[config.mk]
export PLATFORM = sky130hd
export DESIGN_NAME = ddc_iic_interface
export DESIGN_NICKNAME = d
export VERILOG_FILES = /design/src/pkg/ddc_pkg.sv /design/src/rtl/ddc_iic_interface.sv
export SDC_FILE = /design/constraint.sdc
export NUM_CORES = 1
export LEC_CHECK = 0
export BUFFER_PORTS_ARGS = -buffer_cell sky130_fd_sc_hd__buf_2
export CORE_ASPECT_RATIO = 0.7
export CORE_MARGIN = 2
export CORE_UTILIZATION = 55
export CTS_BUF_LIST = sky130_fd_sc_hd__clkbuf_4
export DETAILED_ROUTE_END_ITERATION = 8
export PLACE_DENSITY = 0.8
export SLEW_MARGIN = 20
export SYNTH_ARGS = -nofsm -noshare
export SYNTH_HDL_FRONTEND = slang
export SYNTH_SLANG_ARGS = --single-unit
[constraint.sdc]
create_clock -name clock -period 3.8 [get_ports clock]
set_input_delay 0.38 -clock clock [delete_from_list [all_inputs] [get_ports clock]]
set_output_delay 0.38 -clock clock [all_outputs]
set_load 0.005 [all_outputs]
[src/pkg/ddc_pkg.sv]
package ddc_pkg;
	localparam int unsigned CLK_HZ   = 100_000_000;
	localparam int unsigned TICK_HZ  = 100_000;
	localparam int unsigned TICK_DIV = CLK_HZ / TICK_HZ;
	localparam int unsigned GATE_US  = 10;
	localparam int unsigned GATE_CYC = GATE_US * (CLK_HZ / 1_000_000);
	localparam int unsigned HF_HZ    = 200;
	localparam int unsigned HF_CYC   = CLK_HZ / HF_HZ;
	localparam logic [9:0]  TICK_LAST = 10'(TICK_DIV - 1);
	localparam logic [9:0]  GATE_LD   = 10'(GATE_CYC);
	localparam logic [7:0]  RET_VS    = 8'h80;
	localparam logic [3:0]  F_HIGH    = 4'h7;
	localparam logic [3:0]  F_FULL    = 4'h8;
	localparam logic [3:0]  F_LOWB    = 4'h2;
	localparam logic [3:0]  BIT_ACK   = 4'h8;
	localparam logic [3:0]  GUARD     = 4'hF;
	localparam logic [4:0]  PIN_IDLE  = 5'h1E;
	localparam logic [1:0]  Q_DRV     = 2'h0;
	localparam logic [1:0]  Q_REL     = 2'h1;
	localparam logic [1:0]  Q_SMP     = 2'h2;
	localparam logic [1:0]  Q_LAST    = 2'h3;
	localparam logic [9:0]  IDX_MST   = 10'h000;
	localparam logic [9:0]  IDX_BUF   = 10'h010;
	localparam logic [9:0]  IDX_FLG   = 10'h050;
	localparam logic [9:0]  IDX_EN    = 10'h060;
	localparam logic [9:0]  IDX_FIFO  = 10'h070;
	localparam logic [9:0]  IDX_WDT   = 10'h080;
	localparam logic [9:0]  IDX_SCTL  = 10'h090;
	localparam logic [9:0]  IDX_SST   = 10'h091;
	localparam logic [9:0]  IDX_SBUF  = 10'h092;
	localparam logic [9:0]  IDX_SADR  = 10'h093;
	localparam int MC_S = 0, MC_P = 1, MC_ACK = 2, MC_PROTECT_ABOVE_128 = 3, MC_PROTECT_ABOVE_256 = 4, MC_LD = 5, MC_LS = 6;
	localparam int IF_MI = 0, IF_FI = 1, WD_CLR = 5;
	localparam int SC_EN = 7, SC_SEL = 6, SC_EBI = 5, SC_EMI = 4;
	localparam int SS_WA = 7, SS_S = 6, SS_BI = 5, SS_MI = 4;
	localparam int MS_BUSY = 0;
	typedef struct packed {
		logic hclk;
		logic hdat;
		logic eclk;
		logic edat;
		logic vsync;
	} ddc_pins_t;
	typedef enum logic [1:0] {DDC_ID = 2'b01, DDC_BI = 2'b10} ddc_mode_t;
	typedef enum logic [4:0] {
		M_IDLE = 5'b00001, M_START = 5'b00010, M_XFER = 5'b00100, M_HOLD = 5'b01000, M_STOP = 5'b10000
	} ddc_mst_t;
endpackage

[src/rtl/ddc_iic_interface.sv]
`timescale 1ns/1ps
// Contract
// RULE_01 - reset enters identification mode; vsync clocks data while host clock high
// RULE_02 - each FIFO byte goes out as eight data bits plus a 1 separator
// RULE_03 - FIFO-low status and interrupt when depth below select-chosen threshold
// RULE_04 - FIFO-high status when more than seven bytes wait
// RULE_05 - with auto-load set, reading master data pushes that byte into FIFO
// RULE_06 - host clock falling edge switches to bidirectional mode
// RULE_07 - bidirectional mode joins host pins to EEPROM pins
// RULE_08 - 128 vsync periods of high host clock returns, unless access seen
// RULE_09 - bidirectional flag shows mode; clear bit write clears it
// RULE_10 - protect bits block host EEPROM writes above 128 or 256
// RULE_11 - busy status reads 1 while host clock pin is low
// RULE_12 - software writes EEPROM: address, start, then byte or stop per interrupt
// RULE_13 - read: address bit0 1, ack bit, dummy read, stop before last read
// RULE_14 - idle start edge starts, stop edge stops; start 1 resumes; clock held low
// RULE_15 - start and stop bits sampled at 100KHz; pulses last 20us
// RULE_16 - master data access counts only 10us after master interrupt rises
// RULE_17 - FIFO flags follow fill level within 30us
// RULE_18 - clock error on held EEPROM clock, cleared by start 0; bus error per ack
// RULE_19 - high-frequency flag when vsync faster than 200Hz
// RULE_20 - events set flags; enabled flags pull interrupt low; write 0 clears
// RULE_21 - slave engine on pin pair per select, address match interrupt
// RULE_22 - slave drops address, marks word address, buffer interrupt, NACK if unread
module ddc_iic_interface #(
	parameter int unsigned HF_CYC = ddc_pkg::HF_CYC
) (
	input  wire logic        clock,
	input  wire logic        rst,
	input  wire logic        psel,
	input  wire logic        penable,
	input  wire logic        pwrite,
	input  wire logic [11:0] paddr,
	input  wire logic [31:0] pwdata,
	input  wire logic [3:0]  pstrb,
	output logic      [31:0] prdata,
	output logic             pready,
	output logic             pslverr,
	input  wire logic        host_clock_pin_in,
	output logic             host_clock_pin_out,
	output logic             host_clock_pin_oe,
	input  wire logic        host_data_pin_in,
	output logic             host_data_pin_out,
	output logic             host_data_pin_oe,
	input  wire logic        eeprom_clock_pin_in,
	output logic             eeprom_clock_pin_out,
	output logic             eeprom_clock_pin_oe,
	input  wire logic        eeprom_data_pin_in,
	output logic             eeprom_data_pin_out,
	output logic             eeprom_data_pin_oe,
	input  wire logic        vsync_in,
	output logic             cpu_ext_interrupt_n
);
	function automatic logic at(input logic [9:0] a, input logic [9:0] b);
		return a == b;
	endfunction

	////////////////////////////////////////////////////////////////////////////
	// pin synchronisers: a level counts once stages two and three agree
	logic [4:0] s1_ff, s2_ff, s3_ff, flt_ff, pv_ff;
	ddc_pkg::ddc_pins_t pin_f, pin_p;
	always_ff @(posedge clock) begin
		s1_ff <= {host_clock_pin_in, host_data_pin_in, eeprom_clock_pin_in, eeprom_data_pin_in, vsync_in};
		s2_ff <= s1_ff;
		s3_ff <= s2_ff;
		pv_ff <= rst ? ddc_pkg::PIN_IDLE : flt_ff;
	end
	for (genvar gi = 0; gi < 5; gi++) begin : g_flt
		always_ff @(posedge clock) begin
			if (rst)
				flt_ff[gi] <= ddc_pkg::PIN_IDLE[gi];
			else if (s2_ff[gi] == s3_ff[gi])
				flt_ff[gi] <= s3_ff[gi];
		end
	end
	assign pin_f = ddc_pkg::ddc_pins_t'(flt_ff);
	assign pin_p = ddc_pkg::ddc_pins_t'(pv_ff);
	wire hclk_fell = pin_p.hclk & ~pin_f.hclk;
	wire vs_rise   = ~pin_p.vsync & pin_f.vsync;

	// 100KHz sampling enable
	logic [9:0] tcnt_ff;
	logic       tick_ff;
	always_ff @(posedge clock) begin
		tcnt_ff <= (rst || tcnt_ff == ddc_pkg::TICK_LAST) ? '0 : tcnt_ff + 10'h001;
		tick_ff <= !rst && tcnt_ff == ddc_pkg::TICK_LAST;
	end

	////////////////////////////////////////////////////////////////////////////
	// APB slave: zero wait, registered answer prepared in the setup cycle
	logic [31:0] prdata_ff;
	logic        pready_ff, pslverr_ff;
	logic [7:0]  mctl_ff, interrupt_enables_ff, sctl_ff, sadr_ff, rdv;
	wire  [9:0]  idx     = paddr[11:2];
	wire         setup   = psel & ~penable;
	wire         done    = psel & penable & pready_ff;
	wire         wr      = done & pwrite & pstrb[0];
	wire         rd      = done & ~pwrite;
	wire         mapped  = at(idx, ddc_pkg::IDX_MST) | at(idx, ddc_pkg::IDX_BUF) | at(idx, ddc_pkg::IDX_FLG)
	                     | at(idx, ddc_pkg::IDX_EN) | at(idx, ddc_pkg::IDX_FIFO) | at(idx, ddc_pkg::IDX_WDT)
	                     | at(idx, ddc_pkg::IDX_SCTL) | at(idx, ddc_pkg::IDX_SST) | at(idx, ddc_pkg::IDX_SBUF)
	                     | at(idx, ddc_pkg::IDX_SADR);
	wire  [7:0]  wd      = pwdata[7:0];
	always_ff @(posedge clock) begin
		pready_ff  <= !rst && setup;
		pslverr_ff <= !rst && setup && !mapped;
		if (rst)
			prdata_ff <= '0;
		else if (setup && !pwrite)
			prdata_ff <= {24'h000000, rdv};
	end
	always_ff @(posedge clock) begin
		if (rst) begin
			mctl_ff  <= '0;
			interrupt_enables_ff <= '0;
			sctl_ff  <= '0;
			sadr_ff  <= '0;
		end else if (wr) begin
			if (at(idx, ddc_pkg::IDX_MST))  mctl_ff  <= wd;
			if (at(idx, ddc_pkg::IDX_EN))   interrupt_enables_ff <= wd;
			if (at(idx, ddc_pkg::IDX_SCTL)) sctl_ff  <= wd;
			if (at(idx, ddc_pkg::IDX_SADR)) sadr_ff  <= wd;
		end
	end

	////////////////////////////////////////////////////////////////////////////
	// identification FIFO
	logic [7:0] fmem [8];
	logic [2:0] wp_ff, rp_ff;
	logic [3:0] fcnt_ff;
	logic       fh_ff, fl_ff, fi_ff;
	logic [7:0] msh_ff;
	wire        master_data_register_rd = rd & at(idx, ddc_pkg::IDX_BUF);
	wire        fifo_wr = wr & at(idx, ddc_pkg::IDX_FIFO);
	wire        ld_rd   = master_data_register_rd & mctl_ff[ddc_pkg::MC_LD]; // RULE_05
	wire        push    = (fifo_wr | ld_rd) & (fcnt_ff != ddc_pkg::F_FULL);
	wire [7:0]  pdat    = fifo_wr ? pwdata[7:0] : msh_ff;
	wire [3:0]  thr     = {2'b00, mctl_ff[ddc_pkg::MC_LS +: 2]} + ddc_pkg::F_LOWB;
	logic       pop;
	always_ff @(posedge clock) begin
		if (push)
			fmem[wp_ff] <= pdat;
		if (rst) begin
			wp_ff   <= '0;
			rp_ff   <= '0;
			fcnt_ff <= '0;
		end else begin
			wp_ff   <= wp_ff + 3'(push);
			rp_ff   <= rp_ff + 3'(pop);
			fcnt_ff <= fcnt_ff + 4'(push) - 4'(pop);
		end
	end
	// flags refresh every 10us, well inside the 30us promise
	always_ff @(posedge clock) begin
		if (rst) begin
			fh_ff <= 1'b0;
			fl_ff <= 1'b1;
		end else if (tick_ff) begin
			fh_ff <= fcnt_ff > ddc_pkg::F_HIGH; // RULE_04 RULE_17
			fl_ff <= fcnt_ff < thr; // RULE_03 RULE_17
		end
	end

	////////////////////////////////////////////////////////////////////////////
	// mode control and identification stream
	ddc_pkg::ddc_mode_t mode_ff;
	logic       lock_ff, id_oe_ff;
	logic [7:0] vcnt_ff;
	logic [8:0] tx_ff;
	logic [3:0] bc_ff;
	wire        ddc_clr = wr & at(idx, ddc_pkg::IDX_WDT) & pwdata[ddc_pkg::WD_CLR];
	wire        is_id   = mode_ff == ddc_pkg::DDC_ID;
	wire        vs_step = is_id & vs_rise & pin_f.hclk; // RULE_01
	assign pop = vs_step && bc_ff == ddc_pkg::BIT_ACK && fcnt_ff != '0;
	always_ff @(posedge clock) begin
		if (rst)
			mode_ff <= ddc_pkg::DDC_ID; // RULE_01
		else if (hclk_fell)
			mode_ff <= ddc_pkg::DDC_BI; // RULE_06
		else if (ddc_clr || (!lock_ff && vcnt_ff == ddc_pkg::RET_VS))
			mode_ff <= ddc_pkg::DDC_ID; // RULE_08 RULE_09
		vcnt_ff <= (rst || is_id || !pin_f.hclk) ? '0 : vcnt_ff + 8'(vs_rise);
	end
	always_ff @(posedge clock) begin
		if (rst || !is_id) begin
			tx_ff <= '1;
			bc_ff <= ddc_pkg::BIT_ACK;
		end else if (vs_step) begin
			if (bc_ff == ddc_pkg::BIT_ACK) begin
				tx_ff <= {(fcnt_ff != '0) ? fmem[rp_ff] : 8'hFF, 1'b1}; // RULE_02
				bc_ff <= '0;
			end else begin
				tx_ff <= {tx_ff[7:0], 1'b1};
				bc_ff <= bc_ff + 4'h1;
			end
		end
		id_oe_ff <= !rst && is_id && !tx_ff[8];
	end

	////////////////////////////////////////////////////////////////////////////
	// host bus watcher: access lock and write protection
	logic [3:0] hbit_ff;
	logic [1:0] hbyt_ff;
	logic [7:0] hsh_ff;
	logic       hwr_ff, ha8_ff, blk_ff;
	wire        is_bi  = mode_ff == ddc_pkg::DDC_BI;
	wire        hstart = is_bi & pin_p.hdat & ~pin_f.hdat & pin_f.hclk;
	wire        hstop  = is_bi & ~pin_p.hdat & pin_f.hdat & pin_f.hclk;
	wire        hrise  = is_bi & ~pin_p.hclk & pin_f.hclk;
	always_ff @(posedge clock) begin
		if (rst || ddc_clr) begin
			lock_ff <= 1'b0;
			hbit_ff <= '0;
			hbyt_ff <= '0;
			blk_ff  <= 1'b0;
		end else if (hstart || hstop) begin
			hbit_ff <= '0;
			hbyt_ff <= '0;
			blk_ff  <= 1'b0;
		end else if (hrise) begin
			if (hbit_ff == ddc_pkg::BIT_ACK) begin
				hbit_ff <= '0;
				hbyt_ff <= hbyt_ff + 2'(hbyt_ff != 2'h3);
				if (hbyt_ff == 2'h0) begin
					lock_ff <= lock_ff | ~pin_f.hdat; // RULE_08
					hwr_ff  <= ~hsh_ff[0];
					ha8_ff  <= hsh_ff[1];
				end else if (hbyt_ff == 2'h1)
					blk_ff <= hwr_ff & ((mctl_ff[ddc_pkg::MC_PROTECT_ABOVE_128] & (hsh_ff[7] | ha8_ff))
					        | (mctl_ff[ddc_pkg::MC_PROTECT_ABOVE_256] & ha8_ff)); // RULE_10
			end else begin
				hsh_ff  <= {hsh_ff[6:0], pin_f.hdat};
				hbit_ff <= hbit_ff + 4'h1;
			end
		end
	end

	// pass-through; the guard keeps an echo of our own drive from turning the direction round
	logic       byp_clk_ff, h2e_ff, e2h_ff, m_sda_ff;
	logic [3:0] gd_ff;
	always_ff @(posedge clock) begin
		byp_clk_ff <= !rst && is_bi && !pin_f.hclk && !blk_ff; // RULE_07 RULE_10
		h2e_ff <= !rst && is_bi && !pin_f.hdat && !e2h_ff && (h2e_ff || gd_ff == '0); // RULE_07
		e2h_ff <= !rst && is_bi && !pin_f.edat && !h2e_ff && !m_sda_ff && (e2h_ff || gd_ff == '0);
		gd_ff  <= rst ? '0 : (h2e_ff || e2h_ff) ? ddc_pkg::GUARD : gd_ff - 4'(gd_ff != '0);
	end

	////////////////////////////////////////////////////////////////////////////
	// master engine on the EEPROM pins, paced by the 100KHz enable
	ddc_pkg::ddc_mst_t mst_ff;
	logic [1:0] mq_ff;
	logic [3:0] mbit_ff;
	logic       m_scl_ff, mrd_ff, mfirst_ff, mi_ff, bus_error_flag_ff, clock_error_flag_ff, s_smp_ff, p_smp_ff;
	logic [9:0] gate_ff;
	wire        s_rise = tick_ff & mctl_ff[ddc_pkg::MC_S] & ~s_smp_ff; // RULE_15
	wire        p_rise = tick_ff & mctl_ff[ddc_pkg::MC_P] & ~p_smp_ff; // RULE_15
	wire        macc   = done & at(idx, ddc_pkg::IDX_BUF) & (gate_ff == '0); // RULE_16
	wire        m_wr   = macc & pwrite & pstrb[0];
	wire        m_step = tick_ff & (mst_ff != ddc_pkg::M_IDLE) & (mst_ff != ddc_pkg::M_HOLD);
	wire        m_done = m_step && mst_ff == ddc_pkg::M_XFER && mq_ff == ddc_pkg::Q_LAST
	                     && mbit_ff == ddc_pkg::BIT_ACK;
	always_ff @(posedge clock) begin
		if (rst) begin
			s_smp_ff <= 1'b0;
			p_smp_ff <= 1'b0;
		end else if (tick_ff) begin
			s_smp_ff <= mctl_ff[ddc_pkg::MC_S];
			p_smp_ff <= mctl_ff[ddc_pkg::MC_P];
		end
		mq_ff <= (rst || (tick_ff && !m_step)) ? ddc_pkg::Q_DRV : mq_ff + 2'(m_step);
	end
	always_ff @(posedge clock) begin
		if (rst) begin
			mst_ff    <= ddc_pkg::M_IDLE;
			m_scl_ff  <= 1'b0;
			m_sda_ff  <= 1'b0;
			mbit_ff   <= '0;
			mrd_ff    <= 1'b0;
			mfirst_ff <= 1'b0;
			msh_ff    <= '0;
			bus_error_flag_ff   <= 1'b0;
		end else begin
			if (m_wr && mst_ff != ddc_pkg::M_XFER)
				msh_ff <= pwdata[7:0];
			unique case (mst_ff)
				ddc_pkg::M_IDLE: begin
					m_scl_ff <= 1'b0;
					m_sda_ff <= 1'b0;
					if (p_rise)
						mst_ff <= ddc_pkg::M_STOP; // RULE_14
					else if (s_rise && !mctl_ff[ddc_pkg::MC_P]) begin
						mst_ff    <= ddc_pkg::M_START; // RULE_14
						mfirst_ff <= 1'b1; // RULE_12
						mrd_ff    <= 1'b0;
					end
				end
				ddc_pkg::M_START: if (m_step) begin
					if (mq_ff == ddc_pkg::Q_REL) m_sda_ff <= 1'b1;
					if (mq_ff == ddc_pkg::Q_SMP) m_scl_ff <= 1'b1;
					if (mq_ff == ddc_pkg::Q_LAST) begin
						mst_ff  <= ddc_pkg::M_XFER;
						mbit_ff <= '0;
					end
				end
				ddc_pkg::M_XFER: if (m_step) begin
					unique case (mq_ff)
						ddc_pkg::Q_DRV: m_sda_ff <= (mbit_ff == ddc_pkg::BIT_ACK) ? (mrd_ff & ~mctl_ff[ddc_pkg::MC_ACK])
						                                                 : (~mrd_ff & ~msh_ff[7]); // RULE_13
						ddc_pkg::Q_REL: m_scl_ff <= 1'b0;
						ddc_pkg::Q_SMP: begin
							if (mbit_ff != ddc_pkg::BIT_ACK)
								msh_ff <= {msh_ff[6:0], pin_f.edat};
							else begin
								if (!mrd_ff) bus_error_flag_ff <= pin_f.edat; // RULE_18
								if (mfirst_ff) mrd_ff <= msh_ff[0]; // RULE_13
								mfirst_ff <= 1'b0;
							end
						end
						ddc_pkg::Q_LAST: begin
							m_scl_ff <= 1'b1;
							mbit_ff  <= mbit_ff + 4'h1;
							if (m_done) begin
								mst_ff   <= ddc_pkg::M_HOLD;
								m_sda_ff <= 1'b0;
							end
						end
					endcase
				end
				ddc_pkg::M_HOLD: begin
					mbit_ff <= '0;
					if (p_rise || (macc && mctl_ff[ddc_pkg::MC_P]))
						mst_ff <= ddc_pkg::M_STOP; // RULE_13 RULE_14
					else if (macc && mctl_ff[ddc_pkg::MC_S])
						mst_ff <= ddc_pkg::M_XFER; // RULE_12 RULE_14
				end
				ddc_pkg::M_STOP: if (m_step) begin
					if (mq_ff == ddc_pkg::Q_DRV) m_sda_ff <= 1'b1;
					if (mq_ff == ddc_pkg::Q_REL) m_scl_ff <= 1'b0;
					if (mq_ff == ddc_pkg::Q_SMP) m_sda_ff <= 1'b0;
					if (mq_ff == ddc_pkg::Q_LAST) mst_ff <= ddc_pkg::M_IDLE;
				end
			endcase
		end
	end
	// sticky flags: a set in the same cycle as a clear wins
	wire flg_wr = wr & at(idx, ddc_pkg::IDX_FLG);
	always_ff @(posedge clock) begin
		if (rst) begin
			mi_ff     <= 1'b0;
			fi_ff     <= 1'b0;
			clock_error_flag_ff <= 1'b0;
			gate_ff   <= '0;
		end else begin
			mi_ff <= m_done | (mi_ff & ~(flg_wr & ~pwdata[ddc_pkg::IF_MI])); // RULE_13 RULE_20
			fi_ff <= fl_ff | (fi_ff & ~(flg_wr & ~pwdata[ddc_pkg::IF_FI])); // RULE_03 RULE_20
			clock_error_flag_ff <= (m_step && mst_ff == ddc_pkg::M_XFER && mq_ff == ddc_pkg::Q_SMP && !pin_f.eclk)
			           | (clock_error_flag_ff & mctl_ff[ddc_pkg::MC_S]); // RULE_18
			gate_ff <= m_done ? ddc_pkg::GATE_LD : gate_ff - 10'(gate_ff != '0); // RULE_16
		end
	end

	////////////////////////////////////////////////////////////////////////////
	// vsync rate check; the period limit is a parameter so a bench can shorten it
	logic [19:0] vper_ff;
	logic        hf_ff;
	always_ff @(posedge clock) begin
		if (rst) begin
			vper_ff <= '0;
			hf_ff   <= 1'b0;
		end else if (vs_rise) begin
			vper_ff <= '0;
			hf_ff   <= vper_ff < 20'(HF_CYC); // RULE_19
		end else
			vper_ff <= vper_ff + 20'(vper_ff != '1);
	end

	////////////////////////////////////////////////////////////////////////////
	// receive-only slave engine
	logic [3:0] sbit_ff;
	logic [7:0] ssh_ff, sbuf_ff;
	logic       sst_ff, sadrp_ff, sact_ff, sdrv_ff, sbi_ff, smi_ff, swa_ff, sfirst_ff;
	wire        ssel   = sctl_ff[ddc_pkg::SC_SEL]; // RULE_21
	wire        sc_f   = ssel ? pin_f.eclk : pin_f.hclk;
	wire        sc_p   = ssel ? pin_p.eclk : pin_p.hclk;
	wire        sd_f   = ssel ? pin_f.edat : pin_f.hdat;
	wire        sd_p   = ssel ? pin_p.edat : pin_p.hdat;
	wire        sstart = sc_f & sd_p & ~sd_f;
	wire        sstop  = sc_f & ~sd_p & sd_f;
	wire        s_ack  = ~sc_f & sc_p && sbit_ff == ddc_pkg::BIT_ACK;
	wire        s_take = s_ack & ~sadrp_ff & sact_ff & ~sbi_ff;
	always_ff @(posedge clock) begin
		if (rst || !sctl_ff[ddc_pkg::SC_EN] || sstop) begin
			sst_ff  <= 1'b0;
			sact_ff <= 1'b0;
			sdrv_ff <= 1'b0;
			sbit_ff <= '0;
		end else if (sstart) begin
			sst_ff   <= 1'b1;
			sadrp_ff <= 1'b1;
			sact_ff  <= 1'b0;
			sbit_ff  <= '0;
		end else if (sc_f && !sc_p) begin
			sbit_ff <= (sbit_ff == ddc_pkg::BIT_ACK) ? '0 : sbit_ff + 4'h1;
			if (sbit_ff != ddc_pkg::BIT_ACK)
				ssh_ff <= {ssh_ff[6:0], sd_f};
		end else if (s_ack) begin
			if (sadrp_ff) begin
				sact_ff   <= ssh_ff[7:1] == sadr_ff[7:1] && !ssh_ff[0]; // RULE_21
				sdrv_ff   <= ssh_ff[7:1] == sadr_ff[7:1] && !ssh_ff[0];
				sadrp_ff  <= 1'b0;
				sfirst_ff <= 1'b1; // RULE_22
			end else begin
				sdrv_ff <= s_take; // RULE_22
				if (s_take)
					sfirst_ff <= 1'b0;
			end
		end else if (~sc_f && sc_p && sbit_ff == '0)
			sdrv_ff <= 1'b0;
	end
	wire s_match = s_ack & sadrp_ff & (ssh_ff[7:1] == sadr_ff[7:1]) & ~ssh_ff[0];
	always_ff @(posedge clock) begin
		if (rst) begin
			sbi_ff <= 1'b0;
			smi_ff <= 1'b0;
			swa_ff <= 1'b0;
			sbuf_ff <= '0;
		end else begin
			if (s_take) begin
				sbuf_ff <= ssh_ff;
				swa_ff  <= sfirst_ff; // RULE_22
			end
			sbi_ff <= s_take | (sbi_ff & ~(rd & at(idx, ddc_pkg::IDX_SBUF))); // RULE_22
			smi_ff <= s_match | (smi_ff & ~(wr & at(idx, ddc_pkg::IDX_SST) & ~pwdata[ddc_pkg::SS_MI])); // RULE_21
		end
	end

	////////////////////////////////////////////////////////////////////////////
	// read mux and pin drivers
	always_comb begin
		rdv = 8'h00;
		if (at(idx, ddc_pkg::IDX_MST))
			rdv = {1'b0, clock_error_flag_ff, is_bi, bus_error_flag_ff, hf_ff, fh_ff, fl_ff, ~pin_f.hclk}; // RULE_09 RULE_11
		if (at(idx, ddc_pkg::IDX_BUF))  rdv = msh_ff;
		if (at(idx, ddc_pkg::IDX_FLG))  rdv = {6'h00, fi_ff, mi_ff};
		if (at(idx, ddc_pkg::IDX_SST))  rdv = {swa_ff, sst_ff, sbi_ff, smi_ff, 4'h0};
		if (at(idx, ddc_pkg::IDX_SBUF)) rdv = sbuf_ff;
	end
	logic hd_oe_ff, ec_oe_ff, ed_oe_ff, irq_n_ff, low_ff;
	always_ff @(posedge clock) begin
		low_ff   <= 1'b0;
		hd_oe_ff <= !rst && (id_oe_ff || e2h_ff || (sdrv_ff && !ssel)); // RULE_02 RULE_07
		ec_oe_ff <= !rst && (m_scl_ff || byp_clk_ff); // RULE_14
		ed_oe_ff <= !rst && (m_sda_ff || h2e_ff || (sdrv_ff && ssel));
		irq_n_ff <= rst || !((mi_ff && interrupt_enables_ff[ddc_pkg::IF_MI]) || (fi_ff && interrupt_enables_ff[ddc_pkg::IF_FI])
		            || (sbi_ff && sctl_ff[ddc_pkg::SC_EBI]) || (smi_ff && sctl_ff[ddc_pkg::SC_EMI])); // RULE_20
	end
	assign prdata               = prdata_ff;
	assign pready               = pready_ff;
	assign pslverr              = pslverr_ff;
	assign host_clock_pin_out   = low_ff;
	assign host_clock_pin_oe    = low_ff;
	assign host_data_pin_out    = low_ff;
	assign host_data_pin_oe     = hd_oe_ff;
	assign eeprom_clock_pin_out = low_ff;
	assign eeprom_clock_pin_oe  = ec_oe_ff;
	assign eeprom_data_pin_out  = low_ff;
	assign eeprom_data_pin_oe   = ed_oe_ff;
	assign cpu_ext_interrupt_n  = irq_n_ff;
endmodule

Word-level counts from Yosys, hierarchy flattened
Memories as Yosys holds them, arrays and structs flattened. A register that Yosys moved wholly into a read port is not among the register bits.
Cells that the tools add are included.
{"block": "op_classes", "addsub": 16, "n_mux": 80, "bitwise": 113, "n_eq_ne": 62, "n_reduce_logical": 128, "order_cmp": 3}
{"operator": "$mux W8", "n": 11}
{"operator": "$and A1 B1 Y1", "n": 61}
{"operator": "$mux W5", "n": 11}
{"operator": "$eq A10 B8 Y1 const B", "n": 5}
{"operator": "$logic_and A1 B1 Y1", "n": 43}
{"operator": "$mux W1", "n": 36}
{"operator": "$not A1 Y1", "n": 34}
{"operator": "$mux W4", "n": 8}
{"operator": "$eq A10 B7 Y1 const B", "n": 3}
{"operator": "$ne A2 B2 Y1 const B", "n": 15}
{"operator": "$pmux W5 S5", "n": 1}
{"operator": "$logic_or A1 B1 Y1", "n": 23}
{"operator": "$logic_not A1 Y1", "n": 21}
{"operator": "$add A20 B1 Y20", "n": 1}
{"operator": "$logic_not A10 Y1", "n": 2}
{"operator": "$lt A20 B19 Y1 const B", "n": 1}
{"operator": "$ne A20 B20 Y1 const B", "n": 1}
{"operator": "$reduce_and A5 Y1", "n": 4}
{"operator": "$or A1 B1 Y1", "n": 18}
{"operator": "$add A4 B1 Y4 const B", "n": 4}
{"operator": "$eq A4 B4 Y1 const B", "n": 4}
{"operator": "$reduce_and A4 Y1", "n": 4}
{"operator": "$reduce_and A7 Y1", "n": 2}
{"operator": "$ne A3 B3 Y1 const B", "n": 4}
{"operator": "48 further kinds", "n": 85}
{"block": "totals", "mem_count": 1, "mem_bits_rw": 64, "input_bits": 58, "ff_bits": 225}
{"name": "fmem", "words": 8, "word_bits": 8, "read_ports": 1, "rd_ports_with_merged_regs": 1, "wr": 1, "line_no": "ddc_iic_interface.sv:128", "text": "logic [7:0] fmem [8];"}

Depth between registers and ports, before layout
Gate-level depths: netlist of run 1.
{"block": "depth", "depth_word": 12, "depth_mapped": 12, "mapped_depth_nobuf": 12}

Worst setup path before layout of run 1
OpenSTA, ideal clock, no wires.
{"block": "synth_path", "path_type": "input -> register", "from": "in paddr[5]", "to": "mem fmem[0][0], enable pin", "arrival_ns": 2.622, "required_ns": 3.405, "cell_stages": 6, "setup_slack_ns": 0.784, "path_cell_list": "or4_1 -> buf_2 -> nor4_4 -> and3_1 -> o21ai_1 -> nor4_1"}
{"block": "synth_between", "elab_chain_cells": 7, "word_cells_on_any_way": 9, "classes_between": "eq/ne: 2; mux: 2; bitwise: 5"}
{"element": "start, declared", "line_no": "ddc_iic_interface.sv:33", "text": "input wire logic [11:0] paddr,"}
{"element": "$eq A10 B5 Y1", "line_no": "ddc_iic_interface.sv:55", "text": "return a == b;"}
{"element": "$and A1 B1 Y1", "line_no": "ddc_iic_interface.sv:133", "text": "wire master_data_register_rd = rd & at(idx, ddc_pkg::IDX_BUF);"}
{"element": "$and A1 B1 Y1", "line_no": "ddc_iic_interface.sv:135", "text": "wire ld_rd = master_data_register_rd & mctl_ff[ddc_pkg::MC_LD];"}
{"element": "$or A1 B1 Y1 *", "line_no": "ddc_iic_interface.sv:136", "text": "wire push = (fifo_wr | ld_rd) & (fcnt_ff != ddc_pkg::F_FULL);"}
{"element": "$and A1 B1 Y1 *", "line_no": "ddc_iic_interface.sv:136"}
{"element": "$mux W1 *", "line_no": "ddc_iic_interface.sv:141", "text": "if (push)"}
{"element": "$mux W1 (implied by the code) *", "line_no": "ddc_iic_interface.sv:142", "text": "fmem[wp_ff] <= pdat;"}
{"element": "end, declared", "line_no": "ddc_iic_interface.sv:128"}
Mark *: on every way between the ends. The rest lies on a longest branch, timed or not.

Worst setup path in the final report of run 1
{"block": "layout_path", "from": "reg pready_ff, in the netlist pready", "to": "reg fcnt_ff[2]"}
{"block": "layout_between", "elab_chain_cells": 8, "word_cells_on_any_way": 11, "classes_between": "add/sub: 2; bitwise: 9"}
{"element": "start, declared", "line_no": "ddc_iic_interface.sv:92", "text": "logic pready_ff, pslverr_ff;"}
{"element": "start signal, assigned", "line_no": "ddc_iic_interface.sv:105", "text": "pready_ff <= !rst && setup;"}
{"element": "$and A1 B1 Y1 *", "line_no": "ddc_iic_interface.sv:96", "text": "wire done = psel & penable & pready_ff;"}
{"element": "$and A1 B1 Y1, on equally long branches", "line_no": "ddc_iic_interface.sv:97, ddc_iic_interface.sv:98"}
{"element": "$and A1 B1 Y1, on equally long branches", "line_no": "ddc_iic_interface.sv:97, ddc_iic_interface.sv:133"}
{"element": "$and A1 B1 Y1, on equally long branches", "line_no": "ddc_iic_interface.sv:134, ddc_iic_interface.sv:135"}
{"element": "$or A1 B1 Y1 *", "line_no": "ddc_iic_interface.sv:136"}
{"element": "$and A1 B1 Y1 *", "line_no": "ddc_iic_interface.sv:136"}
{"element": "$add A4 B1 Y4 *", "line_no": "ddc_iic_interface.sv:150", "text": "fcnt_ff <= fcnt_ff + 4'(push) - 4'(pop);"}
{"element": "$sub A4 B1 Y4 *", "line_no": "ddc_iic_interface.sv:150"}
{"element": "end signal, assigned", "line_no": "ddc_iic_interface.sv:150"}
{"element": "end, declared", "line_no": "ddc_iic_interface.sv:130", "text": "logic [3:0] fcnt_ff;"}
Marks and branches as above.
A chain may end at the register's enable or synchronous reset.

==> results of run 1 <==
## logic make-up (layout without fill, tap and decap cells)
family / Yosys count / count (layout) / synth area share (%)
other: 1 / 30 / 0.03076
adders and majority gates: 32 / 32 / 3.346
buffers and inverters: 117 / 231 / 4.578
and+or+nand+nor: 403 / 403 / 16.81
muxes: 73 / 73 / 7.729
DFF: 283 / 283 / 53.37
AOI/OAI and AO/OA: 202 / 202 / 10.25
xor gates and xnor gates: 54 / 54 / 3.880
## area by class of cell
cell class	count	area, µm²
repair buffers	68	422.9
clock inverters	21	83.83
well taps	282	352.8
multi-input cells	793	5231
flip-flops and latches	283	6506
diodes	1	2.502
inverters	46	172.7
fillers	1751	8240
clock buffers	96	720.7
## worst max-delay path, stage by stage (launching register included)
cell,delay [ns]
dfxtp_1,0.34
and3_1,0.19
nand3_1,0.35
nor4_4,0.44
o21ai_1,0.27
ha_1,0.35
inv_1,0.06
ha_1,0.15
inv_1,0.06
fa_1,0.38
xor2_1,0.17
nor2_1,0.06
## cells in the final DEF (no fill, tap or decap), types with 21 or more instances in the layout
master    Yosys  routed
inv_1        46      46
buf_2         2      41
conb_1        1      29
nor2_1      140     140
xnor2_1      28      28
a21oi_1      74      74
buf_4        29      21
dfxtp_1     199     199
nand2_1      64      64
nand3_1      36      36
clkbuf_4      0      96
mux2i_1      48      48
xor2_1       26      26
edfxtp_1     84      84
ha_1         31      31
nor3_1       29      29
o21ai_0      46      46
## power groups by stage
stage | combinational (mW) | sequential [mW] | clock, mW
2_1_floorplan | 0.677 | 3.35 | 0
3_3_place_gp | 0.803 | 3.40 | 0
3_5_place_dp | 0.830 | 3.41 | 0
4_1_cts | 0.839 | 3.34 | 2.40
5_1_grt | 0.959 | 3.36 | 2.57
6_report | 0.845 | 3.34 | 2.35
## worst paths after layout
check,start,to,slack (ns),cells past startpoint
worst min register to register,s1_ff[1]$_DFF_P_,s2_ff[1]$_DFF_P_,0.32,0
worst max-delay path,pready$_DFF_P_,fcnt_ff[2]$_SDFF_PP0_,0.86,11
worst min-delay path,psel,pready$_DFF_P_,0.03,3
worst max register to register,pready$_DFF_P_,fcnt_ff[2]$_SDFF_PP0_,0.86,11
## through the flow
| step | cells | total power [mW] | cell area, µm² | util [%] |
|---|---|---|---|---|
| after floorplan | 1193 | 4.029 | 12300 | - |
| after global placement | 1466 | 4.208 | 12630 | 58.09 |
| after global routing | 1590 | 6.888 | 13490 | 62.08 |
| after detailed placement | 1466 | 4.236 | 12630 | 58.09 |
| final | 1590 | 6.537 | 13490 | 62.08 |
| after CTS | 1589 | 6.581 | 13490 | 62.07 |
## sequential cells by signal (all words and copies together), names as in the netlist, 10 cells and up
name and flops:
fmem 64, gate_ff 10, tcnt_ff 10, vper_ff 20
## per-layer routing
layer	GRT usage [%]	up-vias	wire, µm
met2	35.95	351	11930
met5	0	-	29
met3	6.991	45	2308
met4	7.068	4	418
li1	-	4353	-
met1	33.45	4293	12480
==> impl_metrics.xml, run 1 <==
<?xml version="1.0" encoding="UTF-8"?>
<metrics>
  <group name="die">
    <metric name="initial_core_util" unit="%">56.09</metric>
    <metric name="design.core.area" unit="µm²">21730</metric>
    <metric name="dieWidth" unit="µm">181.9</metric>
    <metric name="core.rowCount" unit="">45</metric>
    <metric name="floorplan.die.height" unit="µm">128.6</metric>
    <metric name="die_area" unit="µm²">23390</metric>
    <metric name="io_pins" unit="">101</metric>
  </group>
  <group name="sta">
    <metric name="fin_crit" unit="ns">2.944</metric>
    <metric name="number_of_hold_slack_violations_in_the_final_timing_report" unit="">0</metric>
    <metric name="maxSlewHeadroom" unit="%">27.26</metric>
    <metric name="timing.setup.tns" unit="ns">0</metric>
    <metric name="worstMarginPinSlew" unit="ns">1.087</metric>
    <metric name="grt_setup_unrepaired" unit="">false</metric>
    <metric name="post_route_clock_skew" unit="ns">0.03016</metric>
    <metric name="min_hold_slack" unit="ns">0.03192</metric>
    <metric name="layout_worst_path_cycle_share" unit="%">77.47</metric>
    <metric name="timing.fmax" unit="MHz">339.7</metric>
    <metric name="setup_viol" unit="">0</metric>
    <metric name="setup_slack" unit="ns">0.8560</metric>
    <metric name="finalMaxSlewViolations" unit="">0</metric>
  </group>
  <group name="clock_tree">
    <metric name="cts.sinks" unit="">283</metric>
    <metric name="post_cts_resized" unit="">0</metric>
    <metric name="cts_made_buffers" unit="">66</metric>
    <metric name="worstSkewPairLatency" unit="ns">0.66</metric>
    <metric name="cts.reportedPaths.clkPinSlew" unit="ns">0.08</metric>
    <metric name="cts_root_buffer" unit="">clkbuf_4</metric>
    <metric name="post_cts_buffers" unit="">0</metric>
    <metric name="holdBufCountCts" unit="">6</metric>
    <metric name="cts_buffer_depth" unit="">3</metric>
    <metric name="tritoncts" unit="">done</metric>
    <metric name="cts_htree_levels" unit="">3</metric>
  </group>
  <group name="grt">
    <metric name="grt.total_usage" unit="%">23.78</metric>
    <metric name="antenna_violations_before_repair" unit="">4</metric>
    <metric name="grt_start_max_net_pins" unit="">61</metric>
    <metric name="via_count_of_the_first_global_routing_pass" unit="">8528</metric>
    <metric name="grt_residual_overflow" unit="">0</metric>
    <metric name="grt_pass1_wl" unit="µm">43880</metric>
  </group>
  <group name="power_and_ir_drop">
    <metric name="pwr-share-comb" unit="%">12.9</metric>
    <metric name="power_density" unit="nW/µm²">484.5</metric>
    <metric name="clkPwrFrac" unit="%">35.9</metric>
    <metric name="p_int" unit="mW">4.753</metric>
    <metric name="power_leakage" unit="nW">5.162</metric>
    <metric name="netSwitchingFraction" unit="%">27.29</metric>
    <metric name="seqPwrFrac" unit="%">51.2</metric>
    <metric name="vdd_ir_drop_max" unit="µV">293.1</metric>
    <metric name="net-switching-power" unit="mW">1.784</metric>
  </group>
  <group name="placed_design">
    <metric name="detailed_place_hpwl" unit="µm">18670</metric>
    <metric name="post-place-ws" unit="ns">0.5612</metric>
    <metric name="gp_routability_congestion" unit="">0.9033</metric>
    <metric name="port_buffer_count" unit="">42</metric>
  </group>
  <group name="synthesis">
    <metric name="synth.area.top_cells" unit="">dfxtp_1 (33%), edfxtp_1 (21%), nor2_1 (4.3%), mux2i_1 (3.9%), ha_1 (3.2%)</metric>
    <metric name="synth-main-ff-cell" unit="">dfxtp_1</metric>
    <metric name="synth_area_leader" unit="">dfxtp_1</metric>
    <metric name="yosys_warnings" unit="">0</metric>
    <metric name="synthesis.area_per_instance" unit="µm²">10.46</metric>
    <metric name="synth_enable_flop_cells" unit="">84</metric>
    <metric name="synth_sequential_area_ratio" unit="%">53.37</metric>
    <metric name="syn_inst" unit="">1165</metric>
    <metric name="ys_seq_elements" unit="">283</metric>
    <metric name="netlist-cell-type-count" unit="">70</metric>
    <metric name="yosysMostFrequentCell" unit="">dfxtp_1</metric>
    <metric name="synth_top_area_share" unit="%">32.68</metric>
    <metric name="yosys-top-cells-count" unit="">dfxtp_1 (199), nor2_1 (140), edfxtp_1 (84)</metric>
    <metric name="post_synth_instance_area" unit="µm²">12190</metric>
    <metric name="synthArstFlopShare" unit="%">0</metric>
  </group>
  <group name="critical_path">
    <metric name="setup.worst_path.start_class" unit="">register</metric>
    <metric name="worst-path-max-fanout" unit="">7</metric>
    <metric name="setup.worst_path.class" unit="">reg -&gt; reg</metric>
    <metric name="endpoint_kind" unit="">register</metric>
    <metric name="timing.critical_path.arrival" unit="ns">3.47</metric>
    <metric name="crit_required" unit="ns">4.33</metric>
  </group>
  <group name="status">
    <metric name="run_status" unit="">complete, no violations</metric>
  </group>
  <group name="drt">
    <metric name="drt_wl_total" unit="µm">27170</metric>
    <metric name="drt_iter0_drc" unit="">881</metric>
    <metric name="drtAntennaViolNets" unit="">0</metric>
    <metric name="vias_per_cell" unit="">5.689</metric>
    <metric name="wl_per_cell" unit="µm">17.09</metric>
    <metric name="num_vias" unit="">9046</metric>
    <metric name="detail_route.first_pass.iterations" unit="">5</metric>
    <metric name="drc_errors" unit="">0</metric>
  </group>
  <group name="finish">
    <metric name="syn2layout_area_growth" unit="%">10.68</metric>
    <metric name="final_nets" unit="">1348</metric>
    <metric name="final_layout_size_suffix_gt1_share" unit="%">15.30</metric>
  </group>
  <group name="job">
    <metric name="max_cap_viol" unit="">0</metric>
  </group>
  <group name="min_path">
    <metric name="hold_class" unit="">in -&gt; reg</metric>
  </group>
</metrics>
No activity file was read; power rests on OpenSTA's default activity.
==> run 2: changes to the inputs <==
- clock period: 3.8 -> 2.8 ns (I/O delays scaled with it)
==> impl_metrics.xml, run 2 (synthesized netlist as in run 1, its figures left out) <==
<?xml version="1.0" encoding="UTF-8"?>
<metrics>
  <group name="status">
    <metric name="run_status" unit="">complete, no violations</metric>
  </group>
  <group name="drt">
    <metric name="wl_per_cell" unit="µm">16.95</metric>
    <metric name="drc_errors" unit="">0</metric>
    <metric name="detail_route.first_pass.iterations" unit="">5</metric>
    <metric name="vias_per_cell" unit="">5.680</metric>
    <metric name="drt_wl_total" unit="µm">27500</metric>
    <metric name="num_vias" unit="">9218</metric>
    <metric name="drtAntennaViolNets" unit="">0</metric>
    <metric name="drt_iter0_drc" unit="">968</metric>
  </group>
  <group name="finish">
    <metric name="largest_reg_flops" unit="">64</metric>
    <metric name="reg.largest.list" unit="">fmem: 64 flops, vper_ff: 20 flops</metric>
    <metric name="layout_commonest_cell" unit="">dfxtp_1</metric>
    <metric name="final_cell_area" unit="µm²">13830</metric>
    <metric name="diodes" unit="">0</metric>
    <metric name="syn2layout_area_growth" unit="%">13.42</metric>
    <metric name="regArea" unit="µm²">6509</metric>
    <metric name="fill_cell_instance_count_of_the_final_layout" unit="">1715</metric>
    <metric name="multi_input_comb_area" unit="µm²">5251</metric>
    <metric name="final_layout_size_suffix_gt1_share" unit="%">17.67</metric>
    <metric name="mostFrequentLayoutCells" unit="">dfxtp_1 (197), nor2_1 (139), clkbuf_4 (103)</metric>
    <metric name="final_nets" unit="">1381</metric>
    <metric name="regMostFlops" unit="">fmem</metric>
  </group>
  <group name="grt">
    <metric name="global_route.peak_usage_layer" unit="">met2</metric>
    <metric name="grt_residual_overflow" unit="">0</metric>
    <metric name="via_count_of_the_first_global_routing_pass" unit="">8887</metric>
    <metric name="antenna_violations_before_repair" unit="">1</metric>
    <metric name="grt_pass1_wl" unit="µm">44840</metric>
    <metric name="global_route.usage.met2" unit="%">38.00</metric>
    <metric name="gr-usage-met3" unit="%">5.831</metric>
    <metric name="grt.total_usage" unit="%">24.09</metric>
    <metric name="grt_start_max_net_pins" unit="">93</metric>
    <metric name="use_met1" unit="%">33.30</metric>
  </group>
  <group name="critical_path">
    <metric name="worst-path-max-fanout" unit="">8</metric>
    <metric name="crit_required" unit="ns">3.32</metric>
    <metric name="endpoint_kind" unit="">register</metric>
    <metric name="setup.worst_path.start_class" unit="">register</metric>
    <metric name="setup.worst_path.class" unit="">reg -&gt; reg</metric>
    <metric name="timing.critical_path.arrival" unit="ns">3.09</metric>
  </group>
  <group name="die">
    <metric name="core.rowCount" unit="">45</metric>
    <metric name="initial_core_util" unit="%">56.09</metric>
    <metric name="die_area" unit="µm²">23390</metric>
    <metric name="io_pins" unit="">101</metric>
    <metric name="dieWidth" unit="µm">181.9</metric>
    <metric name="floorplan.die.height" unit="µm">128.6</metric>
    <metric name="design.core.area" unit="µm²">21730</metric>
  </group>
  <group name="sta">
    <metric name="grt_setup_unrepaired" unit="">false</metric>
    <metric name="number_of_hold_slack_violations_in_the_final_timing_report" unit="">0</metric>
    <metric name="timing.fmax" unit="MHz">389.1</metric>
    <metric name="timing.setup.tns" unit="ns">0</metric>
    <metric name="setup_slack" unit="ns">0.2299</metric>
    <metric name="maxSlewHeadroom" unit="%">37.89</metric>
    <metric name="setup_viol" unit="">0</metric>
    <metric name="post_route_clock_skew" unit="ns">0.03750</metric>
    <metric name="worstMarginPinSlew" unit="ns">0.9238</metric>
    <metric name="min_hold_slack" unit="ns">0.05770</metric>
    <metric name="finalMaxSlewViolations" unit="">0</metric>
    <metric name="layout_worst_path_cycle_share" unit="%">91.79</metric>
    <metric name="fin_crit" unit="ns">2.570</metric>
  </group>
  <group name="power_and_ir_drop">
    <metric name="vdd_ir_drop_max" unit="µV">407.8</metric>
    <metric name="power" unit="mW">9.053</metric>
    <metric name="power_density" unit="nW/µm²">654.8</metric>
    <metric name="power_leakage" unit="nW">5.338</metric>
  </group>
  <group name="clock_tree">
    <metric name="tritoncts" unit="">done</metric>
    <metric name="cts_htree_levels" unit="">3</metric>
    <metric name="cts.sinks" unit="">283</metric>
    <metric name="post_cts_buffers" unit="">0</metric>
    <metric name="cts_buffer_depth" unit="">3</metric>
    <metric name="cts_made_buffers" unit="">67</metric>
    <metric name="cts.reportedPaths.clkPinSlew" unit="ns">0.07</metric>
    <metric name="worstSkewPairLatency" unit="ns">0.67</metric>
    <metric name="cts_root_buffer" unit="">clkbuf_4</metric>
  </group>
  <group name="job">
    <metric name="max_cap_viol" unit="">0</metric>
  </group>
  <group name="placed_design">
    <metric name="post-place-ws" unit="ns">-0.01967</metric>
    <metric name="port_buffer_count" unit="">42</metric>
    <metric name="detailed_place_hpwl" unit="µm">18830</metric>
    <metric name="placed_area" unit="µm²">12820</metric>
    <metric name="gp_routability_congestion" unit="">0.9089</metric>
  </group>
  <group name="min_path">
    <metric name="hold_class" unit="">in -&gt; reg</metric>
  </group>
</metrics>
run 2: changes by cell type in the layout (fill, tap and decap cells not counted), moves of 2 or more:
cell,delta
clkinv_2,-2
buf_4,+21
dfxtp_2,+2
dlygate4sd3_1,+10
dfxtp_1,-2
clkbuf_4,+7
clkinv_1,-5
run 2: through the flow:
stage | util [%] | instances
CTS | 63.58 | 1623
finish | 63.62 | 1623
floorplan | - | 1193
detailed placement | 58.98 | 1488
global placement | 58.98 | 1488
global route | 63.62 | 1623
run 2: metal layers:
layer  vias up  wire length [µm]
li1       4411                 -
met4         2               454
met5         -                13
met2       336             12220
met3        44              2202
met1      4425             12620
run 2: worst max-delay path: stages, from the launching register on:
cell	delay (ns)
dfxtp_1	0.38
and4_4	0.26
and2_1	0.16
nand4_1	0.10
or3_1	0.33
ha_1	0.22
ha_1	0.21
and3_2	0.26
nand4_1	0.22
nor3_1	0.10
xnor2_1	0.14
nor2_1	0.05
run 2: worst paths after layout:
kind / slack [ns] / endpoint / start / depth (start not counted)
worst max-delay path: 0.23 / vper_ff[18]$_SDFF_PP0_ / vper_ff[6]$_SDFF_PP0_ / 11
worst min-delay path: 0.06 / sbi_ff$_SDFF_PP0_ / pwrite / 5
worst max register to register: 0.23 / vper_ff[18]$_SDFF_PP0_ / vper_ff[6]$_SDFF_PP0_ / 11
worst min register to register: 0.33 / s2_ff[4]$_DFF_P_ / s1_ff[4]$_DFF_P_ / 0
run 2: timing repair:
action,CTS,global route
resized for setup,0,6
hold endpoints to repair,27,0
hold buffers,16,0
endpoints found under the setup margin,0,6
run 2: layout make-up:
cell class / instances / share of cell area, %
clock buffer: 103 / 5.593
tap: 282 / 2.552
clock inverter: 16 / 0.4796
inverter: 46 / 1.249
timing repair buffer: 100 / 5.068
multi-input combinational: 793 / 37.98
sequential: 283 / 47.08
run 2: power by group:
part	internal [mW]	leakage, nW	switching [mW]
combinational	0.533	2.43	0.669
sequential	4.36	2.39	0.178
clock	1.68	0.513	1.63
==> run 3: changes to the inputs <==
- REMOVE_ABC_BUFFERS: default -> 1
==> impl_metrics.xml, run 3 (synthesized netlist as in run 1, its figures left out) <==
<?xml version="1.0" encoding="UTF-8"?>
<metrics>
  <group name="critical_path">
    <metric name="worst-path-max-fanout" unit="">8</metric>
    <metric name="setup.worst_path.class" unit="">reg -&gt; reg</metric>
    <metric name="setup.reg_to_reg.worst_slack" unit="ns">0.21</metric>
    <metric name="worst_setup_path_startpoint" unit="">vper_ff[4]$_SDFF_PP0_</metric>
    <metric name="regToRegStartpoint" unit="">vper_ff[4]$_SDFF_PP0_</metric>
    <metric name="r2r_end" unit="">vper_ff[18]$_SDFF_PP0_</metric>
    <metric name="critical_path.n_buffers_inverters" unit="">0</metric>
    <metric name="crit_cells" unit="">11</metric>
    <metric name="timing.critical_path.arrival" unit="ns">3.12</metric>
    <metric name="cp_top_family" unit="">simple AND/OR/NAND/NOR gates</metric>
    <metric name="endpoint_kind" unit="">register</metric>
    <metric name="worst_path_largest_cell_delay" unit="ns">0.37</metric>
    <metric name="timing.critical_path.cells" unit="">and4_2 -&gt; and2_1 -&gt; nand4_1 -&gt; or3_1 -&gt; ha_1 -&gt; ha_1 -&gt; and3_1 -&gt; nand4_1 -&gt; nor3_1 -&gt; xnor2_1 -&gt; nor2_1</metric>
    <metric name="r2r_depth" unit="">11</metric>
    <metric name="setup.worst_path.start_class" unit="">register</metric>
    <metric name="crit_path_top_delay_cell" unit="">dfxtp_2</metric>
    <metric name="setup.worst_path.end" unit="">vper_ff[18]$_SDFF_PP0_</metric>
    <metric name="crit_required" unit="ns">3.33</metric>
  </group>
  <group name="grt">
    <metric name="grt.total_usage" unit="%">23.95</metric>
    <metric name="via_count_of_the_first_global_routing_pass" unit="">8732</metric>
    <metric name="antenna_violations_before_repair" unit="">3</metric>
    <metric name="grt_pass1_wl" unit="µm">44330</metric>
    <metric name="grt_residual_overflow" unit="">0</metric>
    <metric name="grt_start_max_net_pins" unit="">51</metric>
  </group>
  <group name="drt">
    <metric name="wl_per_cell" unit="µm">16.75</metric>
    <metric name="vias_per_cell" unit="">5.572</metric>
    <metric name="drc_errors" unit="">0</metric>
    <metric name="drtAntennaViolNets" unit="">0</metric>
    <metric name="drt_wl_total" unit="µm">27290</metric>
    <metric name="drt_iter0_drc" unit="">889</metric>
    <metric name="num_vias" unit="">9076</metric>
    <metric name="detail_route.first_pass.iterations" unit="">5</metric>
  </group>
  <group name="clock_tree">
    <metric name="cts_buffer_depth" unit="">3</metric>
    <metric name="cts_htree_levels" unit="">3</metric>
    <metric name="cts.reportedPaths.clkPinSlew" unit="ns">0.07</metric>
    <metric name="cts_root_buffer" unit="">clkbuf_4</metric>
    <metric name="cts.sinks" unit="">283</metric>
    <metric name="tritoncts" unit="">done</metric>
    <metric name="cts_made_buffers" unit="">68</metric>
    <metric name="worstSkewPairLatency" unit="ns">0.69</metric>
  </group>
  <group name="sta">
    <metric name="layout_worst_path_cycle_share" unit="%">92.45</metric>
    <metric name="post_route_clock_skew" unit="ns">0.03708</metric>
    <metric name="finalMaxSlewViolations" unit="">0</metric>
    <metric name="maxSlewHeadroom" unit="%">35.24</metric>
    <metric name="number_of_hold_slack_violations_in_the_final_timing_report" unit="">0</metric>
    <metric name="grt_setup_unrepaired" unit="">false</metric>
    <metric name="setup_viol" unit="">0</metric>
    <metric name="fin_crit" unit="ns">2.589</metric>
    <metric name="timing.setup.tns" unit="ns">0</metric>
    <metric name="min_hold_slack" unit="ns">0.07129</metric>
    <metric name="timing.fmax" unit="MHz">386.3</metric>
    <metric name="worstMarginPinSlew" unit="ns">0.9626</metric>
  </group>
  <group name="power_and_ir_drop">
    <metric name="p_int" unit="mW">6.548</metric>
    <metric name="pwr-share-comb" unit="%">13.5</metric>
    <metric name="power" unit="mW">9.015</metric>
    <metric name="power_density" unit="nW/µm²">652.5</metric>
    <metric name="clkPwrFrac" unit="%">36.2</metric>
    <metric name="power_leakage" unit="nW">5.334</metric>
    <metric name="seqPwrFrac" unit="%">50.3</metric>
    <metric name="vdd_ir_drop_max" unit="µV">446.2</metric>
    <metric name="net-switching-power" unit="mW">2.468</metric>
    <metric name="netSwitchingFraction" unit="%">27.37</metric>
  </group>
  <group name="die">
    <metric name="floorplan.die.height" unit="µm">128.6</metric>
    <metric name="die_area" unit="µm²">23390</metric>
    <metric name="dieWidth" unit="µm">181.9</metric>
    <metric name="design.core.area" unit="µm²">21730</metric>
    <metric name="io_pins" unit="">101</metric>
    <metric name="initial_core_util" unit="%">56.09</metric>
    <metric name="core.rowCount" unit="">45</metric>
  </group>
  <group name="placed_design">
    <metric name="detailed_place_hpwl" unit="µm">18820</metric>
    <metric name="port_buffer_count" unit="">42</metric>
    <metric name="numPlacedInstances" unit="">1491</metric>
    <metric name="gp_routability_congestion" unit="">0.8749</metric>
    <metric name="placed_area" unit="µm²">12810</metric>
  </group>
  <group name="min_path">
    <metric name="worstHoldPathCells" unit="">4</metric>
    <metric name="hold_class" unit="">in -&gt; reg</metric>
  </group>
  <group name="finish">
    <metric name="final_layout_size_suffix_gt1_share" unit="%">17.16</metric>
    <metric name="fill_cell_instance_count_of_the_final_layout" unit="">1717</metric>
    <metric name="final_cell_count_no_fill" unit="">1629</metric>
    <metric name="reg.largest.list" unit="">fmem: 64 flops, vper_ff: 20 flops</metric>
    <metric name="largest_reg_flops" unit="">64</metric>
    <metric name="regMostFlops" unit="">fmem</metric>
    <metric name="mostFrequentLayoutCells" unit="">dfxtp_1 (196), nor2_1 (140), clkbuf_4 (100)</metric>
    <metric name="syn2layout_area_growth" unit="%">13.33</metric>
    <metric name="final_cell_area" unit="µm²">13820</metric>
    <metric name="layout_commonest_cell" unit="">dfxtp_1</metric>
    <metric name="regArea" unit="µm²">6510</metric>
    <metric name="final_nets" unit="">1385</metric>
    <metric name="multi_input_comb_area" unit="µm²">5233</metric>
  </group>
  <group name="status">
    <metric name="run_status" unit="">complete, no violations</metric>
  </group>
  <group name="job">
    <metric name="max_cap_viol" unit="">0</metric>
  </group>
</metrics>
## run 3: repair_timing
| item | 4_1_cts | 5_1_grt |
|---|---|---|
| buffers inserted | 0 | 0 |
| gates resized for setup | 0 | 4 |
| hold endpoints to repair | 48 | 0 |
| hold buffers | 16 | 0 |
| setup endpoints to repair | 0 | 2 |
## run 3: worst min path at each step
stage / slack (ns) / end / startpoint
floorplan: 0.31 / s1_ff[0]$_DFF_P_ / vsync_in
global placement: 0.31 / s2_ff[3]$_DFF_P_ / s1_ff[3]$_DFF_P_
detailed placement: 0.31 / s2_ff[1]$_DFF_P_ / s1_ff[1]$_DFF_P_
CTS: 0.02 / sbi_ff$_SDFF_PP0_ / pwrite
global route: 0.05 / pslverr$_DFF_P_ / paddr[4]
finish: 0.07 / pslverr$_DFF_P_ / paddr[10]
## run 3: final cells by class
type	instances	area share, %
Sequential cell	283	47.12
Multi-Input combinational cell	793	37.87
Clock buffer	100	5.434
Timing Repair Buffer	103	5.144
Tap cell	282	2.554
Inverter	46	1.250
Clock inverter	21	0.6068
Antenna cell	1	0.01811
## run 3: stage by stage
| stage | utilization (%) | setup WS, ns |
|---|---|---|
| global route | 63.57 | 0.01399 |
| global placement | 58.96 | -0.05674 |
| floorplan | - | -0.1321 |
| finish | 63.57 | 0.2115 |
| detailed placement | 58.96 | -0.1179 |
| CTS | 63.53 | 0.1167 |
## run 3: layer usage
metal	wire, µm	GRT usage, %
met5	13	0
met4	653	8.491
met3	2067	5.718
met2	11870	36.38
met1	12690	33.85
## run 3: worst reg2reg max path, cell delays in order, from the launching register on
cell	delay, ns
dfxtp_2	0.37
and4_2	0.29
and2_1	0.15
nand4_1	0.08
or3_1	0.32
ha_1	0.22
ha_1	0.21
and3_1	0.25
nand4_1	0.26
nor3_1	0.10
xnor2_1	0.15
nor2_1	0.06
## run 3: power by group through the flow
stage          sequential [mW]  combinational (mW)  clock, mW
6_report                  4.54                1.22       3.26
5_1_grt                   4.56                1.36       3.56
4_1_cts                   4.53                1.20       3.34
3_5_place_dp              4.62                1.18          0
3_3_place_gp              4.62                1.14          0
2_1_floorplan             4.58               0.824          0
